## src/hw/iord_map.svh

```systemverilog
// Purpose: Offsets, field masks, reset value and limits of the I/O register space
// Assumes: I/O addresses are 6 bits; data-space addresses are 8 bits
// Notes:   Masks mark implemented bits; all other bits read as zero
`ifndef IORD_MAP_SVH
`define IORD_MAP_SVH

// ============================================================
// I/O register offsets
`define IORD_PORT_A_INPUT_PINS    6'h00
`define IORD_PORT_A_DIRECTION     6'h01
`define IORD_PORT_A_OUTPUT        6'h02
`define IORD_PORT_B_INPUT_PINS    6'h03
`define IORD_PORT_B_DIRECTION     6'h04
`define IORD_PORT_B_OUTPUT        6'h05
`define IORD_PORT_C_INPUT_PINS    6'h06
`define IORD_PORT_C_DIRECTION     6'h07
`define IORD_PORT_C_OUTPUT        6'h08
`define IORD_PORT_D_INPUT_PINS    6'h09
`define IORD_PORT_D_DIRECTION     6'h0a
`define IORD_PORT_D_OUTPUT        6'h0b
`define IORD_PORT_E_INPUT_PINS    6'h0c
`define IORD_PORT_E_DIRECTION     6'h0d
`define IORD_PORT_E_OUTPUT        6'h0e
`define IORD_PORT_F_INPUT_PINS    6'h0f
`define IORD_PORT_F_DIRECTION     6'h10
`define IORD_PORT_F_OUTPUT        6'h11
`define IORD_PORT_G_INPUT_PINS    6'h12
`define IORD_PORT_G_DIRECTION     6'h13
`define IORD_PORT_G_OUTPUT        6'h14
`define IORD_TIMER0_FLAGS         6'h15
`define IORD_TIMER1_FLAGS         6'h16
`define IORD_TIMER2_FLAGS         6'h17
`define IORD_EXTERNAL_IRQ_FLAGS   6'h1c
`define IORD_EXTERNAL_IRQ_MASK    6'h1d
`define IORD_SCRATCH_BYTE_0       6'h1e
`define IORD_EEPROM_CONTROL       6'h1f
`define IORD_EEPROM_DATA          6'h20
`define IORD_EEPROM_ADDRESS_LOW   6'h21
`define IORD_EEPROM_ADDRESS_HIGH  6'h22
`define IORD_TIMER_GENERAL_CTRL   6'h23
`define IORD_TIMER0_CONTROL       6'h24
`define IORD_TIMER0_COUNT         6'h26
`define IORD_SELF_PROGRAM_CONTROL 6'h37
`define IORD_STACK_POINTER_LOW    6'h3d

// ============================================================
// Implemented-bit masks
`define IORD_MASK_FULL            8'hff
`define IORD_MASK_PORT_G_PINS     8'h3f
`define IORD_MASK_PORT_G          8'h1f
`define IORD_MASK_TIMER0_FLAGS    8'h03
`define IORD_MASK_TIMER1_FLAGS    8'h27
`define IORD_MASK_TIMER2_FLAGS    8'h03
`define IORD_MASK_EXT_IRQ         8'hf1
`define IORD_MASK_EEPROM_CONTROL  8'h0f
`define IORD_MASK_EEPROM_ADDR_HI  8'h07
`define IORD_MASK_TIMER_GENERAL   8'h83
`define IORD_MASK_SELF_PROGRAM    8'hdf

// ============================================================
// Reset value and address limits
`define IORD_RESET_VALUE          8'h00
`define IORD_BIT_OP_LAST          8'h1f
`define IORD_DATA_IO_BASE         8'h20
`define IORD_DATA_IO_LAST         8'h5f
`define IORD_DATA_EXT_BASE        8'h60
`define IORD_PORT_COUNT           7

`endif

```

## src/hw/iord_pkg.sv

```systemverilog
// Purpose: Types shared by the I/O register space decoder
// Assumes: Offsets and masks come from iord_map.svh
// Notes:   Request and answer groups travel as packed structs
package iord_pkg;

    // ============================================================
    // Access kinds issued by the core
    typedef enum logic [2:0] {
        in_op                   = 3'b000,
        out_op                  = 3'b001,
        set_io_bit_op           = 3'b010,
        clear_io_bit_op         = 3'b011,
        skip_if_io_bit_set_op   = 3'b100,
        skip_if_io_bit_clear_op = 3'b101,
        load_direct_op          = 3'b110,
        store_direct_op         = 3'b111
    } iord_op_t;

    // ============================================================
    // Register behaviour classes
    typedef enum logic [1:0] {
        kind_none = 2'b00,
        kind_pin  = 2'b01,
        kind_rw   = 2'b10,
        kind_w1c  = 2'b11
    } iord_kind_t;

    typedef struct packed {
        iord_kind_t  kind;
        logic [7:0]  mask;
    } iord_dec_t;

    typedef struct packed {
        logic        valid;
        iord_op_t    op;
        logic [7:0]  addr;
        logic [2:0]  bit_sel;
        logic [7:0]  wdata;
    } iord_req_t;

    typedef struct packed {
        logic        valid;
        logic [7:0]  rdata;
        logic        skip;
    } iord_resp_t;

    typedef struct packed {
        logic        sel;
        logic        we;
        logic [7:0]  addr;
        logic [7:0]  wdata;
    } iord_ext_t;

    typedef struct packed {
        logic [7:0]  timer0;
        logic [7:0]  timer1;
        logic [7:0]  timer2;
        logic [7:0]  ext_irq;
    } iord_flag_set_t;

endpackage

```

## src/hw/iord_space.sv

```systemverilog
// Purpose: I/O register space of an 8-bit core: decode, bit access, flag clearing
// Assumes: One request per cycle, answer two edges after it is taken
// Notes:   Extended space 0x60..0xff is forwarded to an outside register bus
`timescale 1ns/100ps
`include "iord_map.svh"

module iord_space (
    // Clock and reset
    input  wire logic                      clock_i,
    input  wire logic                      reset_i,
    // Core request and answer
    input  wire iord_pkg::iord_req_t       req_i,
    output iord_pkg::iord_resp_t           resp_o,
    // Port pins
    input  wire logic [6:0][7:0]           pin_i,
    output logic      [6:0][7:0]           port_out_o,
    output logic      [6:0][7:0]           port_dir_o,
    // Peripheral flag events
    input  wire iord_pkg::iord_flag_set_t  flag_set_i,
    // Extended register bus
    output iord_pkg::iord_ext_t            ext_o,
    input  wire logic [7:0]                ext_rdata_i
);
    import iord_pkg::*;

    // ============================================================
    // Decode functions
    function automatic iord_dec_t io_decode(input logic [5:0] a);
        iord_dec_t d;
        d = '{kind: kind_none, mask: 8'h00};
        case (a)
            `IORD_PORT_A_INPUT_PINS, `IORD_PORT_B_INPUT_PINS,
            `IORD_PORT_C_INPUT_PINS, `IORD_PORT_D_INPUT_PINS,
            `IORD_PORT_E_INPUT_PINS, `IORD_PORT_F_INPUT_PINS: begin
                d = '{kind: kind_pin, mask: `IORD_MASK_FULL};
            end
            `IORD_PORT_G_INPUT_PINS: begin
                d = '{kind: kind_pin, mask: `IORD_MASK_PORT_G_PINS};
            end
            `IORD_PORT_A_DIRECTION, `IORD_PORT_A_OUTPUT,
            `IORD_PORT_B_DIRECTION, `IORD_PORT_B_OUTPUT,
            `IORD_PORT_C_DIRECTION, `IORD_PORT_C_OUTPUT,
            `IORD_PORT_D_DIRECTION, `IORD_PORT_D_OUTPUT,
            `IORD_PORT_E_DIRECTION, `IORD_PORT_E_OUTPUT,
            `IORD_PORT_F_DIRECTION, `IORD_PORT_F_OUTPUT,
            `IORD_EEPROM_DATA, `IORD_EEPROM_ADDRESS_LOW,
            `IORD_SCRATCH_BYTE_0, `IORD_TIMER0_CONTROL,
            `IORD_TIMER0_COUNT, `IORD_STACK_POINTER_LOW: begin
                d = '{kind: kind_rw, mask: `IORD_MASK_FULL};
            end
            `IORD_PORT_G_DIRECTION, `IORD_PORT_G_OUTPUT: begin
                d = '{kind: kind_rw, mask: `IORD_MASK_PORT_G};
            end
            `IORD_EXTERNAL_IRQ_MASK: begin
                d = '{kind: kind_rw, mask: `IORD_MASK_EXT_IRQ};
            end
            `IORD_EEPROM_CONTROL: begin
                d = '{kind: kind_rw, mask: `IORD_MASK_EEPROM_CONTROL};
            end
            `IORD_EEPROM_ADDRESS_HIGH: begin
                d = '{kind: kind_rw, mask: `IORD_MASK_EEPROM_ADDR_HI};
            end
            `IORD_TIMER_GENERAL_CTRL: begin
                d = '{kind: kind_rw, mask: `IORD_MASK_TIMER_GENERAL};
            end
            `IORD_SELF_PROGRAM_CONTROL: begin
                d = '{kind: kind_rw, mask: `IORD_MASK_SELF_PROGRAM};
            end
            `IORD_TIMER0_FLAGS: begin
                d = '{kind: kind_w1c, mask: `IORD_MASK_TIMER0_FLAGS};
            end
            `IORD_TIMER1_FLAGS: begin
                d = '{kind: kind_w1c, mask: `IORD_MASK_TIMER1_FLAGS};
            end
            `IORD_TIMER2_FLAGS: begin
                d = '{kind: kind_w1c, mask: `IORD_MASK_TIMER2_FLAGS};
            end
            `IORD_EXTERNAL_IRQ_FLAGS: begin
                d = '{kind: kind_w1c, mask: `IORD_MASK_EXT_IRQ};
            end
            default: begin
                d = '{kind: kind_none, mask: 8'h00};
            end
        endcase
        return d;
    endfunction

    function automatic logic is_bit_op(input iord_op_t op);
        return (op == set_io_bit_op) || (op == clear_io_bit_op) ||
               (op == skip_if_io_bit_set_op) || (op == skip_if_io_bit_clear_op);
    endfunction

    function automatic logic is_data_op(input iord_op_t op);
        return (op == load_direct_op) || (op == store_direct_op);
    endfunction

    // ============================================================
    // Register storage
    logic [7:0]       io_q [64];
    logic [6:0][7:0]  pin_s1;
    logic [6:0][7:0]  pin_s2;
    logic [6:0][7:0]  pin_s3;

    // ============================================================
    // Request decode
    logic             req_fire;
    logic             io_hit;
    logic             ext_hit;
    logic [5:0]       io_addr;
    logic [7:0]       data_off;
    iord_dec_t        cur_dec;
    logic [7:0]       cur_byte;
    logic [7:0]       rd_now;
    logic             wr_en;
    logic [7:0]       wr_bits;
    logic [7:0]       wr_val;
    logic             skip_now;

    assign req_fire = req_i.valid;
    assign data_off = req_i.addr - `IORD_DATA_IO_BASE;

    always_comb begin
        io_hit  = 1'b0;
        ext_hit = 1'b0;
        io_addr = req_i.addr[5:0];
        if (req_i.op == in_op || req_i.op == out_op) begin
            io_hit = 1'b1;
        end else if (is_bit_op(req_i.op)) begin
            io_hit = (req_i.addr <= `IORD_BIT_OP_LAST);
        end else if (req_i.addr >= `IORD_DATA_EXT_BASE) begin
            ext_hit = 1'b1;
        end else if (req_i.addr >= `IORD_DATA_IO_BASE) begin
            io_hit  = 1'b1;
            io_addr = data_off[5:0];
        end
    end

    assign cur_dec  = io_decode(io_addr);
    assign cur_byte = io_q[io_addr];
    // Unused locations and reserved bits answer zero
    assign rd_now   = io_hit ? (cur_byte & cur_dec.mask) : 8'h00;

    assign wr_en = req_fire && io_hit &&
                   (req_i.op == out_op || req_i.op == store_direct_op ||
                    req_i.op == set_io_bit_op || req_i.op == clear_io_bit_op);

    // Bit operations touch one bit only
    always_comb begin
        if (req_i.op == set_io_bit_op || req_i.op == clear_io_bit_op) begin
            wr_bits = 8'h01 << req_i.bit_sel;
            wr_val  = (req_i.op == set_io_bit_op) ? 8'hff : 8'h00;
        end else begin
            wr_bits = 8'hff;
            wr_val  = req_i.wdata;
        end
    end

    // Gated by the hit so a refused bit test never skips
    assign skip_now = io_hit && ((req_i.op == skip_if_io_bit_set_op) ?
                      rd_now[req_i.bit_sel] :
                      ((req_i.op == skip_if_io_bit_clear_op) &&
                       !rd_now[req_i.bit_sel]));

    // ============================================================
    // Pin synchronisers, three stages per port
    always_ff @(posedge clock_i) begin
        if (reset_i) begin
            pin_s1 <= '0;
            pin_s2 <= '0;
            pin_s3 <= '0;
        end else begin
            pin_s1 <= pin_i;
            pin_s2 <= pin_s1;
            pin_s3 <= pin_s2;
        end
    end

    // ============================================================
    // Per-location register behaviour
    genvar gi;
    generate
        for (gi = 0; gi < 64; gi++) begin : g_loc
            localparam iord_dec_t DEC = io_decode(6'(gi));
            logic       hit;
            logic [7:0] hw_set;
            assign hit = wr_en && (io_addr == 6'(gi));
            if (6'(gi) == `IORD_TIMER0_FLAGS) begin : g_t0
                assign hw_set = flag_set_i.timer0;
            end else if (6'(gi) == `IORD_TIMER1_FLAGS) begin : g_t1
                assign hw_set = flag_set_i.timer1;
            end else if (6'(gi) == `IORD_TIMER2_FLAGS) begin : g_t2
                assign hw_set = flag_set_i.timer2;
            end else if (6'(gi) == `IORD_EXTERNAL_IRQ_FLAGS) begin : g_ei
                assign hw_set = flag_set_i.ext_irq;
            end else begin : g_no
                assign hw_set = 8'h00;
            end

            if (DEC.kind == kind_pin) begin : g_pin
                localparam int PK = gi / 3;
                // Pin value moves only when stages two and three agree
                always_ff @(posedge clock_i) begin
                    if (reset_i) begin
                        io_q[gi] <= `IORD_RESET_VALUE;
                    end else begin
                        for (int b = 0; b < 8; b++) begin
                            if (pin_s2[PK][b] == pin_s3[PK][b]) begin
                                io_q[gi][b] <= pin_s3[PK][b] & DEC.mask[b];
                            end
                        end
                    end
                end
            end else if (DEC.kind == kind_rw) begin : g_rw
                always_ff @(posedge clock_i) begin
                    if (reset_i) begin
                        io_q[gi] <= `IORD_RESET_VALUE;
                    end else if (hit) begin
                        io_q[gi] <= ((io_q[gi] & ~wr_bits) | (wr_val & wr_bits))
                                    & DEC.mask;
                    end
                end
            end else if (DEC.kind == kind_w1c) begin : g_w1c
                logic [7:0] clr;
                assign clr = hit ? (wr_val & wr_bits) : 8'h00;
                // Hardware set wins over a clear in the same cycle
                always_ff @(posedge clock_i) begin
                    if (reset_i) begin
                        io_q[gi] <= `IORD_RESET_VALUE;
                    end else begin
                        io_q[gi] <= ((io_q[gi] & ~clr) | hw_set) & DEC.mask;
                    end
                end
            end else begin : g_none
                // Unused location holds zero; writes have no effect
                always_ff @(posedge clock_i) begin
                    io_q[gi] <= 8'h00;
                end
            end
        end
    endgenerate

    // ============================================================
    // Port outputs
    genvar gk;
    generate
        for (gk = 0; gk < `IORD_PORT_COUNT; gk++) begin : g_port
            assign port_dir_o[gk] = io_q[3 * gk + 1];
            assign port_out_o[gk] = io_q[3 * gk + 2];
        end
    endgenerate

    // ============================================================
    // Answer pipeline, stage one
    logic        s1_valid;
    logic        s1_ext;
    logic [7:0]  s1_rdata;
    logic        s1_skip;

    always_ff @(posedge clock_i) begin
        if (reset_i) begin
            s1_valid <= 1'b0;
            s1_ext   <= 1'b0;
            s1_rdata <= 8'h00;
            s1_skip  <= 1'b0;
        end else begin
            s1_valid <= req_fire;
            s1_ext   <= req_fire && ext_hit && (req_i.op == load_direct_op);
            s1_rdata <= rd_now;
            s1_skip  <= req_fire && skip_now;
        end
    end

    // ============================================================
    // Extended bus strobe, one cycle
    always_ff @(posedge clock_i) begin
        if (reset_i) begin
            ext_o <= '0;
        end else begin
            ext_o.sel   <= req_fire && ext_hit && is_data_op(req_i.op);
            ext_o.we    <= req_fire && ext_hit && (req_i.op == store_direct_op);
            ext_o.addr  <= req_i.addr;
            ext_o.wdata <= req_i.wdata;
        end
    end

    // ============================================================
    // Answer pipeline, stage two
    always_ff @(posedge clock_i) begin
        if (reset_i) begin
            resp_o <= '0;
        end else begin
            resp_o.valid <= s1_valid;
            resp_o.rdata <= s1_ext ? ext_rdata_i : s1_rdata;
            resp_o.skip  <= s1_skip;
        end
    end

    // ============================================================
    // Checks
    logic [7:0] hw_set_any;
    assign hw_set_any = flag_set_i.timer0 | flag_set_i.timer1
                      | flag_set_i.timer2 | flag_set_i.ext_irq;

    a_bit_set_rw:
    assert property (@(posedge clock_i) disable iff (reset_i)
        req_fire && req_i.op == set_io_bit_op && io_hit && cur_dec.kind == kind_rw
        && cur_dec.mask[req_i.bit_sel]
        |=> io_q[$past(io_addr)][$past(req_i.bit_sel)] == 1'b1)
    else $error("bit set did not set the addressed bit");

    a_skip_answer:
    assert property (@(posedge clock_i) disable iff (reset_i)
        req_fire |-> ##2 (resp_o.valid && resp_o.skip == $past(skip_now, 2)))
    else $error("skip answer does not match tested bit");

    a_w1c_zero_keeps:
    assert property (@(posedge clock_i) disable iff (reset_i)
        wr_en && cur_dec.kind == kind_w1c && (wr_val & wr_bits) == 8'h00
        |=> ($past(cur_byte) & ~io_q[$past(io_addr)]) == 8'h00)
    else $error("writing zero to a flag register lost a flag");

    a_w1c_single_bit:
    assert property (@(posedge clock_i) disable iff (reset_i)
        wr_en && req_i.op == set_io_bit_op && cur_dec.kind == kind_w1c
        |=> ((io_q[$past(io_addr)] ^ $past(cur_byte))
             & ~$past(wr_bits) & ~$past(hw_set_any)) == 8'h00)
    else $error("bit operation disturbed another flag");

    a_high_bit_op:
    assert property (@(posedge clock_i) disable iff (reset_i)
        req_fire && is_bit_op(req_i.op) && req_i.addr > `IORD_BIT_OP_LAST
        |-> !wr_en ##2 (resp_o.rdata == 8'h00 && !resp_o.skip))
    else $error("bit operation decoded above the low range");

    a_out_writes:
    assert property (@(posedge clock_i) disable iff (reset_i)
        req_fire && req_i.op == out_op && cur_dec.kind == kind_rw
        |=> io_q[$past(io_addr)] == ($past(req_i.wdata) & $past(cur_dec.mask)))
    else $error("output operation did not store the byte");

    a_data_map:
    assert property (@(posedge clock_i) disable iff (reset_i)
        req_fire && req_i.op == load_direct_op
        && req_i.addr >= `IORD_DATA_IO_BASE && req_i.addr <= `IORD_DATA_IO_LAST
        |-> ##2 resp_o.rdata == $past(io_q[data_off[5:0]] & cur_dec.mask, 2))
    else $error("data-space load hit the wrong register");

    a_ext_only_data:
    assert property (@(posedge clock_i) disable iff (reset_i)
        ext_o.sel |-> $past(is_data_op(req_i.op)) && $past(req_i.addr)
                      >= `IORD_DATA_EXT_BASE)
    else $error("extended space reached by a non data access");

    a_unused_zero:
    assert property (@(posedge clock_i) disable iff (reset_i)
        req_fire && io_hit && cur_dec.kind == kind_none
        |-> ##2 resp_o.rdata == 8'h00)
    else $error("unused location returned nonzero data");

endmodule

```

## config.mk

```make
export PLATFORM = sky130hd
export DESIGN_NAME = iord_space
export DESIGN_NICKNAME = d
export VERILOG_FILES = /design/src/hw/iord_pkg.sv /design/src/hw/iord_space.sv
export VERILOG_INCLUDE_DIRS = /design/src /design/src/hw
export SDC_FILE = /design/constraint.sdc
export NUM_CORES = 1
export LEC_CHECK = 0
export BUFFER_PORTS_ARGS = -buffer_cell sky130_fd_sc_hd__buf_2
export CAP_MARGIN = 5
export CORE_ASPECT_RATIO = 1.5
export CORE_MARGIN = 1.5
export CORE_UTILIZATION = 47
export DETAILED_ROUTE_END_ITERATION = 7
export PLACE_DENSITY = 0.7
export SLEW_MARGIN = 40
export SYNTH_ARGS = -nofsm -noshare
export SYNTH_HDL_FRONTEND = slang
export SYNTH_SLANG_ARGS = --single-unit
```

## constraint.sdc

```tcl
create_clock -name clock_i -period 3.4 [get_ports clock_i]
set_input_delay 0.17 -clock clock_i [delete_from_list [all_inputs] [get_ports clock_i]]
set_output_delay 0.17 -clock clock_i [all_outputs]
set_load 0.005 [all_outputs]
```

Word level (Yosys, flattened, before mapping)
Memory sizes are Yosys's and may differ from the RTL's.
Index checks and enable logic that the tools add are counted.
Widths: inputs -> output; s select.
- flip-flop bits (word level): 207
- memory bits (writable): 512
- bits in read-only memories: 640
- bits of input ports: 121
- output and inout bits: 140
- word-level logic and storage cells: 684
- memories kept: 2
- add/subtract/negate cells: 1
- order comparisons: 4
- eq/ne operators: 92
- shift-type cells: 1
- muxes and demuxes: 354
- bitwise gates (word level): 150
- reductions and logical operators: 48
- memory list (memory ; depth ; width ; read ports ; clocked after Yosys merged registers in ; wr ports ; line ; text):
    (no name shown) ; 64 ; 10 ; 1 ; 0 ; 0 ; iord_space.sv:31 ; case (a)
    io_q ; 64 ; 8 ; 30 ; 0 ; 64 ; iord_space.sv:99 ; logic [7:0] io_q [64];
- operator list (operator ; number):
    $mux 1 ; 311
    $mux 8 ; 35
    $and 8x8->8 ; 24
    $or 8x8->8 ; 22
    $or 1x1->1 ; 85
    $eq 6x5->1 const B ; 11
    $eq 1x1->1 ; 56
    $eq 6x6->1 const B ; 8
    $logic_and 1x1->1 ; 38
    $eq 6x4->1 const B ; 5
    $mux 6 ; 5
    $eq 6x3->1 const B ; 3
    $not 8->8 ; 2
    $eq 3x3->1 const B ; 4
    $and 5x5->5 ; 2
    $or 5x5->5 ; 2
    $ge 8x6->1 const B ; 1
    $ge 8x7->1 const B ; 1
    $le 8x5->1 const B ; 1
    $logic_or 1x1->1 ; 8
    $shl 1x3->8 const A ; 1
    $and 6x6->6 ; 1
    $eq 3x2->1 const B ; 2
    $eq 6x1->1 const B ; 1
    17 further kinds ; 21

Depth between registers and ports, before layout
An unclocked memory read counts as a cell.
- depth after elaboration: 16
- mapped depth: 12
- gate-level depth less buffers: 8

Least setup slack after synthesis
OpenSTA, ideal clock, no wires.
- path type: input -> register
- start: input req_i[13] (netlist name)
- end: register s1_skip
- setup time: 72 ps
- arrival time: 2232 ps
- required time: 3328 ps
- slack: 1097 ps
- stages: 10
- path through: buf_6 or2_0 buf_2 or3_1 o21ai_0 o32ai_1 or4_4 o2bb2ai_1 a2111oi_2 mux2i_1
- longest elaborated chain between the ends: 15
- ends and longest elaborated chain (element ; line ; text):
    start, declared ; iord_space.sv:12 ; input wire iord_pkg::iord_req_t req_i,
    $ge 8x6->1 (no source line) / $sub 6x6->6 (equally long branches) ; n/a ;
    $mux 6 ; iord_space.sv:132 ; end else if (req_i.addr >= `IORD_DATA_IO_BASE) begin
    $mux 6 ; iord_space.sv:130 ; end else if (req_i.addr >= `IORD_DATA_EXT_BASE) begin
    $mux 6 ; iord_space.sv:128 ; end else if (is_bit_op(req_i.op)) begin
    $mux 6 ; iord_space.sv:126 ; if (req_i.op == in_op || req_i.op == out_op) begin
    $mem_v2 64x8 / $mem_v2 64x10 (equally long branches) ; n/a ;
    $and 8x8->8 ; iord_space.sv:141 ; assign rd_now = io_hit ? (cur_byte & cur_dec.mask) : 8'h00;
    $mux 8 ; iord_space.sv:141 ;
    $bmux 1 s3 ; iord_space.sv:160, iord_space.sv:162 ;
    $mux 1 (implied by the code) ; iord_space.sv:160, iord_space.sv:162 ;
    $logic_not 1->1 ; iord_space.sv:162 ; !rd_now[req_i.bit_sel]));
    $logic_and 1x1->1 ; iord_space.sv:161 ; ((req_i.op == skip_if_io_bit_clear_op) &&
    $mux 1 ; iord_space.sv:159 ; assign skip_now = io_hit && ((req_i.op == skip_if_io_bit_set_op) ?
    $logic_and 1x1->1 (*) ; iord_space.sv:159 ;
    $logic_and 1x1->1 (*) ; iord_space.sv:269 ; s1_skip <= req_fire && skip_now;
    end signal, assigned ; iord_space.sv:269 ;
    end, declared ; iord_space.sv:257 ; logic s1_skip;
Mark *: on every way between the ends. The rest lies on a longest branch, timed or not. The select of a mux whose other input is x is not followed.
A chain may end at the register's enable or synchronous reset.

==> summary.txt <==
Status - finished with violations
Failing checks - design-rule violations
Non-filler cells, final - 2594
Die W - 169 um
Max VDD drop - 0.397 mV
Fmax - 362 MHz
Vias - 15300
Final WL - 64200 um
Reg-to-reg critical path endpoint - s1_skip
Clock skew - 0.0214 ns
Initial antenna violation count - 1
Max-Cap Viols - 0
Clk slew on worst S/H paths - 0.07 ns
DIE AREA - 42700 um2
Skew-Pair Late Insertion Delay - 0.56 ns
Vias/cell - 5.91
First-pass DRT Iterations - 8
Reg2reg start - io_q[8][4]
Rows - 91
Sum Neg Setup Slack - 0 ns
Final hold slack - 0.0204 ns
Largest net degree at the start of global routing - 194
Worst Setup EP - s1_skip
Port buffer count - 233
RSZ-0062 raised after global routing - false
Max Buffers Root-to-Sink - 3
Drt initial violations - 1522
TritonCTS buffer count - 42
Ys flop type - edfxtp_1
Required time of the critical path - 3.89 ns
Final ANT Viol Nets - 0
Syn Inst Count - 1752
DR DRC count - 1
#FFs+latches synth - 444
R2r setup slk - 0.64 ns
CP Class - flop to flop
Clk root buf - clkbuf_16
Area Overhead vs Synth - 21.2%
Leakage - 9.43 nW
Total global-route track usage - 29.9%
Max-slew violation count - 0
Starting Density - 47.6%
CTS tree - built
Hpwl dp - 43400 um
Worst slew pin tran - 0.800 ns
Fraction of registers with async set/reset - 0%
Critical-path top delay cell - a221oi_1
Final Setup Violations - 0
CTS Sinks - 444
Core area - 41000 um2
Avg Synthesized Cell Area - 11.1 um2
Post-route clock period utilization - 81.2%
Vias in the first global route - 14900
Crit end category - flop
Placed cells - 2426
Synthesized area - 19500 um2
Gp weighted congestion - 0.950
Crit path max fanout - 3
Pwr per Cell Area - 513 nW/um2
Worst min-delay path category - primary input to flop
Crit path from - io_q[8][4]
WP data arrival - 3.25 ns
Top-Level Pins - 261
Distinct cells, synth - 71
First-pass GRT wire length - 93800 um
EDFF count, synth - 230
Total gr overflow - 0
Final min period - 2.76 ns
Setup slack after layout - 0.638 ns
Worst slew margin - 46.7%
DR WL/cell - 24.7 um
Max incr delay on CP - 0.65 ns
Die Ht - 252 um
CP Launch Type - flop
Final hold vios - 0
Sequential element share of the synthesized area - 57.4%
Warnings, synthesis - 0
Layout cell share with drive strength beyond 1 - 20.7%
H-tree depth - 2
Crit-path cells - mux4_2 -> nor2_1 -> a221oi_1 -> o21ai_0 -> nor4_1 -> o2bb2ai_1 -> a2111oi_2 -> mux2i_1
Pre-CTS WS - 0.241 ns
Nets@finish - 2170
Worst reg-to-reg path cell count - 8
Setup Fix Bufs, Post-CTS - 0
==> cell type report <==
type	count	area, um2
clock inverter	17	141
clock buffer	60	1340
inverter	17	63.8
antenna	1	2.50
timing repair buffer	392	2680
fill	3394	17400
sequential	444	11200
multi-input combinational	1152	7580
tap	511	639
==> sequential cells by signal (all words and copies together), names as in the netlist <==
name and count:
io_q 243, pin_s3 54, ext_o 18, pin_s2 54
s1_ext 1, s1_skip 1, s1_valid 1, pin_s1 54
s1_rdata 8, resp_o 10
==> synth_stat cells (18+ instances only) <==
| master | n | area share, % |
|---|---|---|
| mux2i_1 | 39 | 2.0 |
| nand2b_1 | 65 | 2.1 |
| o211ai_1 | 35 | 1.3 |
| nor2_1 | 52 | 1.0 |
| nand2_1 | 63 | 1.2 |
| nand3_1 | 179 | 4.6 |
| o21ai_0 | 22 | 0.56 |
| clkbuf_1 | 100 | 1.9 |
| and2_1 | 59 | 1.9 |
| dfxtp_1 | 214 | 22 |
| a21o_1 | 18 | 0.69 |
| mux4_2 | 30 | 3.5 |
| xor2_1 | 54 | 2.4 |
| a21oi_1 | 200 | 5.1 |
| edfxtp_1 | 230 | 35 |
| nor2b_1 | 190 | 6.1 |
==> repair_timing <==
action	4_1_cts	5_1_grt
endpoints found under the hold margin	90	0
hold buffers	89	0
resized for setup	0	0
==> cells by family (layout without fill, tap and decap cells) <==
logic type                after synthesis  after routing  share of synthesized area [%]
buffers and inverters                 161            486                           3.86
and+or+nand+nor                       653            653                           18.4
muxes                                  86             86                           6.83
other                                   1              7                         0.0192
xor gates and xnor gates               54             54                           2.43
DFF                                   444            444                           57.4
AOI/OAI and AO/OA                     353            353                           11.0
==> metrics by stage <==
stage               util (%)  instance area, um2  power [mW]
floorplan                  -               19500        6.67
global placement        51.8               21200        7.16
detailed placement      51.8               21200        7.18
CTS                     57.6               23600        12.2
global route            57.7               23600        12.5
finish                  57.7               23600        12.1
==> where the power goes <==
| group | total (mW) | internal (mW) | switching, mW |
|---|---|---|---|
| Combinational | 1.22 | 0.477 | 0.741 |
| Clock | 4.96 | 2.86 | 2.10 |
| Sequential | 5.95 | 5.83 | 0.124 |
==> cells in the final DEF, fill, tap and decap left out, types with 6 or more instances in the layout <==
master           n
o21bai_1         6
nor2_1          51
clkbuf_16       50
conb_1           6
and2_1          59
buf_2          230
o211ai_1        35
mux2_2          12
nand3_1        179
edfxtp_1       230
clkbuf_8         6
o22ai_1          6
nor3_1          11
dlygate4sd3_1   89
a21oi_1        200
and3_1           6
a31o_2           6
inv_1           16
dfxtp_1        214
nor2b_1        189
nor4_1           6
mux2i_1         39
o21ai_0         22
nand2_1         63
a21o_1          18
buf_4           66
nand2b_1        65
a22oi_1         15
mux4_2          30
xor2_1          54
==> routing by layer <==
layer  global-route usage [%]  wire length, um
met1                     34.7            22700
met2                     51.1            32000
met3                     5.68             5230
met4                     18.1             4310
met5                        0                0
==> worst max-delay path: cells and delay by family (launching register included) <==
kind	cells	cell delay, ns
flip-flops	1	0.38
multiplexers	2	0.48
AO/OA/AOI/OAI	4	1.39
AND/OR/NAND/NOR	2	0.45
==> worst min-delay path by stage <==
stage	from	to	slack, ns	cells after the start
finish	req_i[22]	s1_valid	0.02	3
global route	req_i[22]	s1_valid	0.006	3
CTS	req_i[22]	s1_valid	0.003	3
detailed placement	pin_i[25]	pin_s1[25]	0.38	2
global placement	pin_i[21]	pin_s1[21]	0.38	2
floorplan	req_i[19]	s1_ext	0.25	1
(Power assumes the default switching activity.)
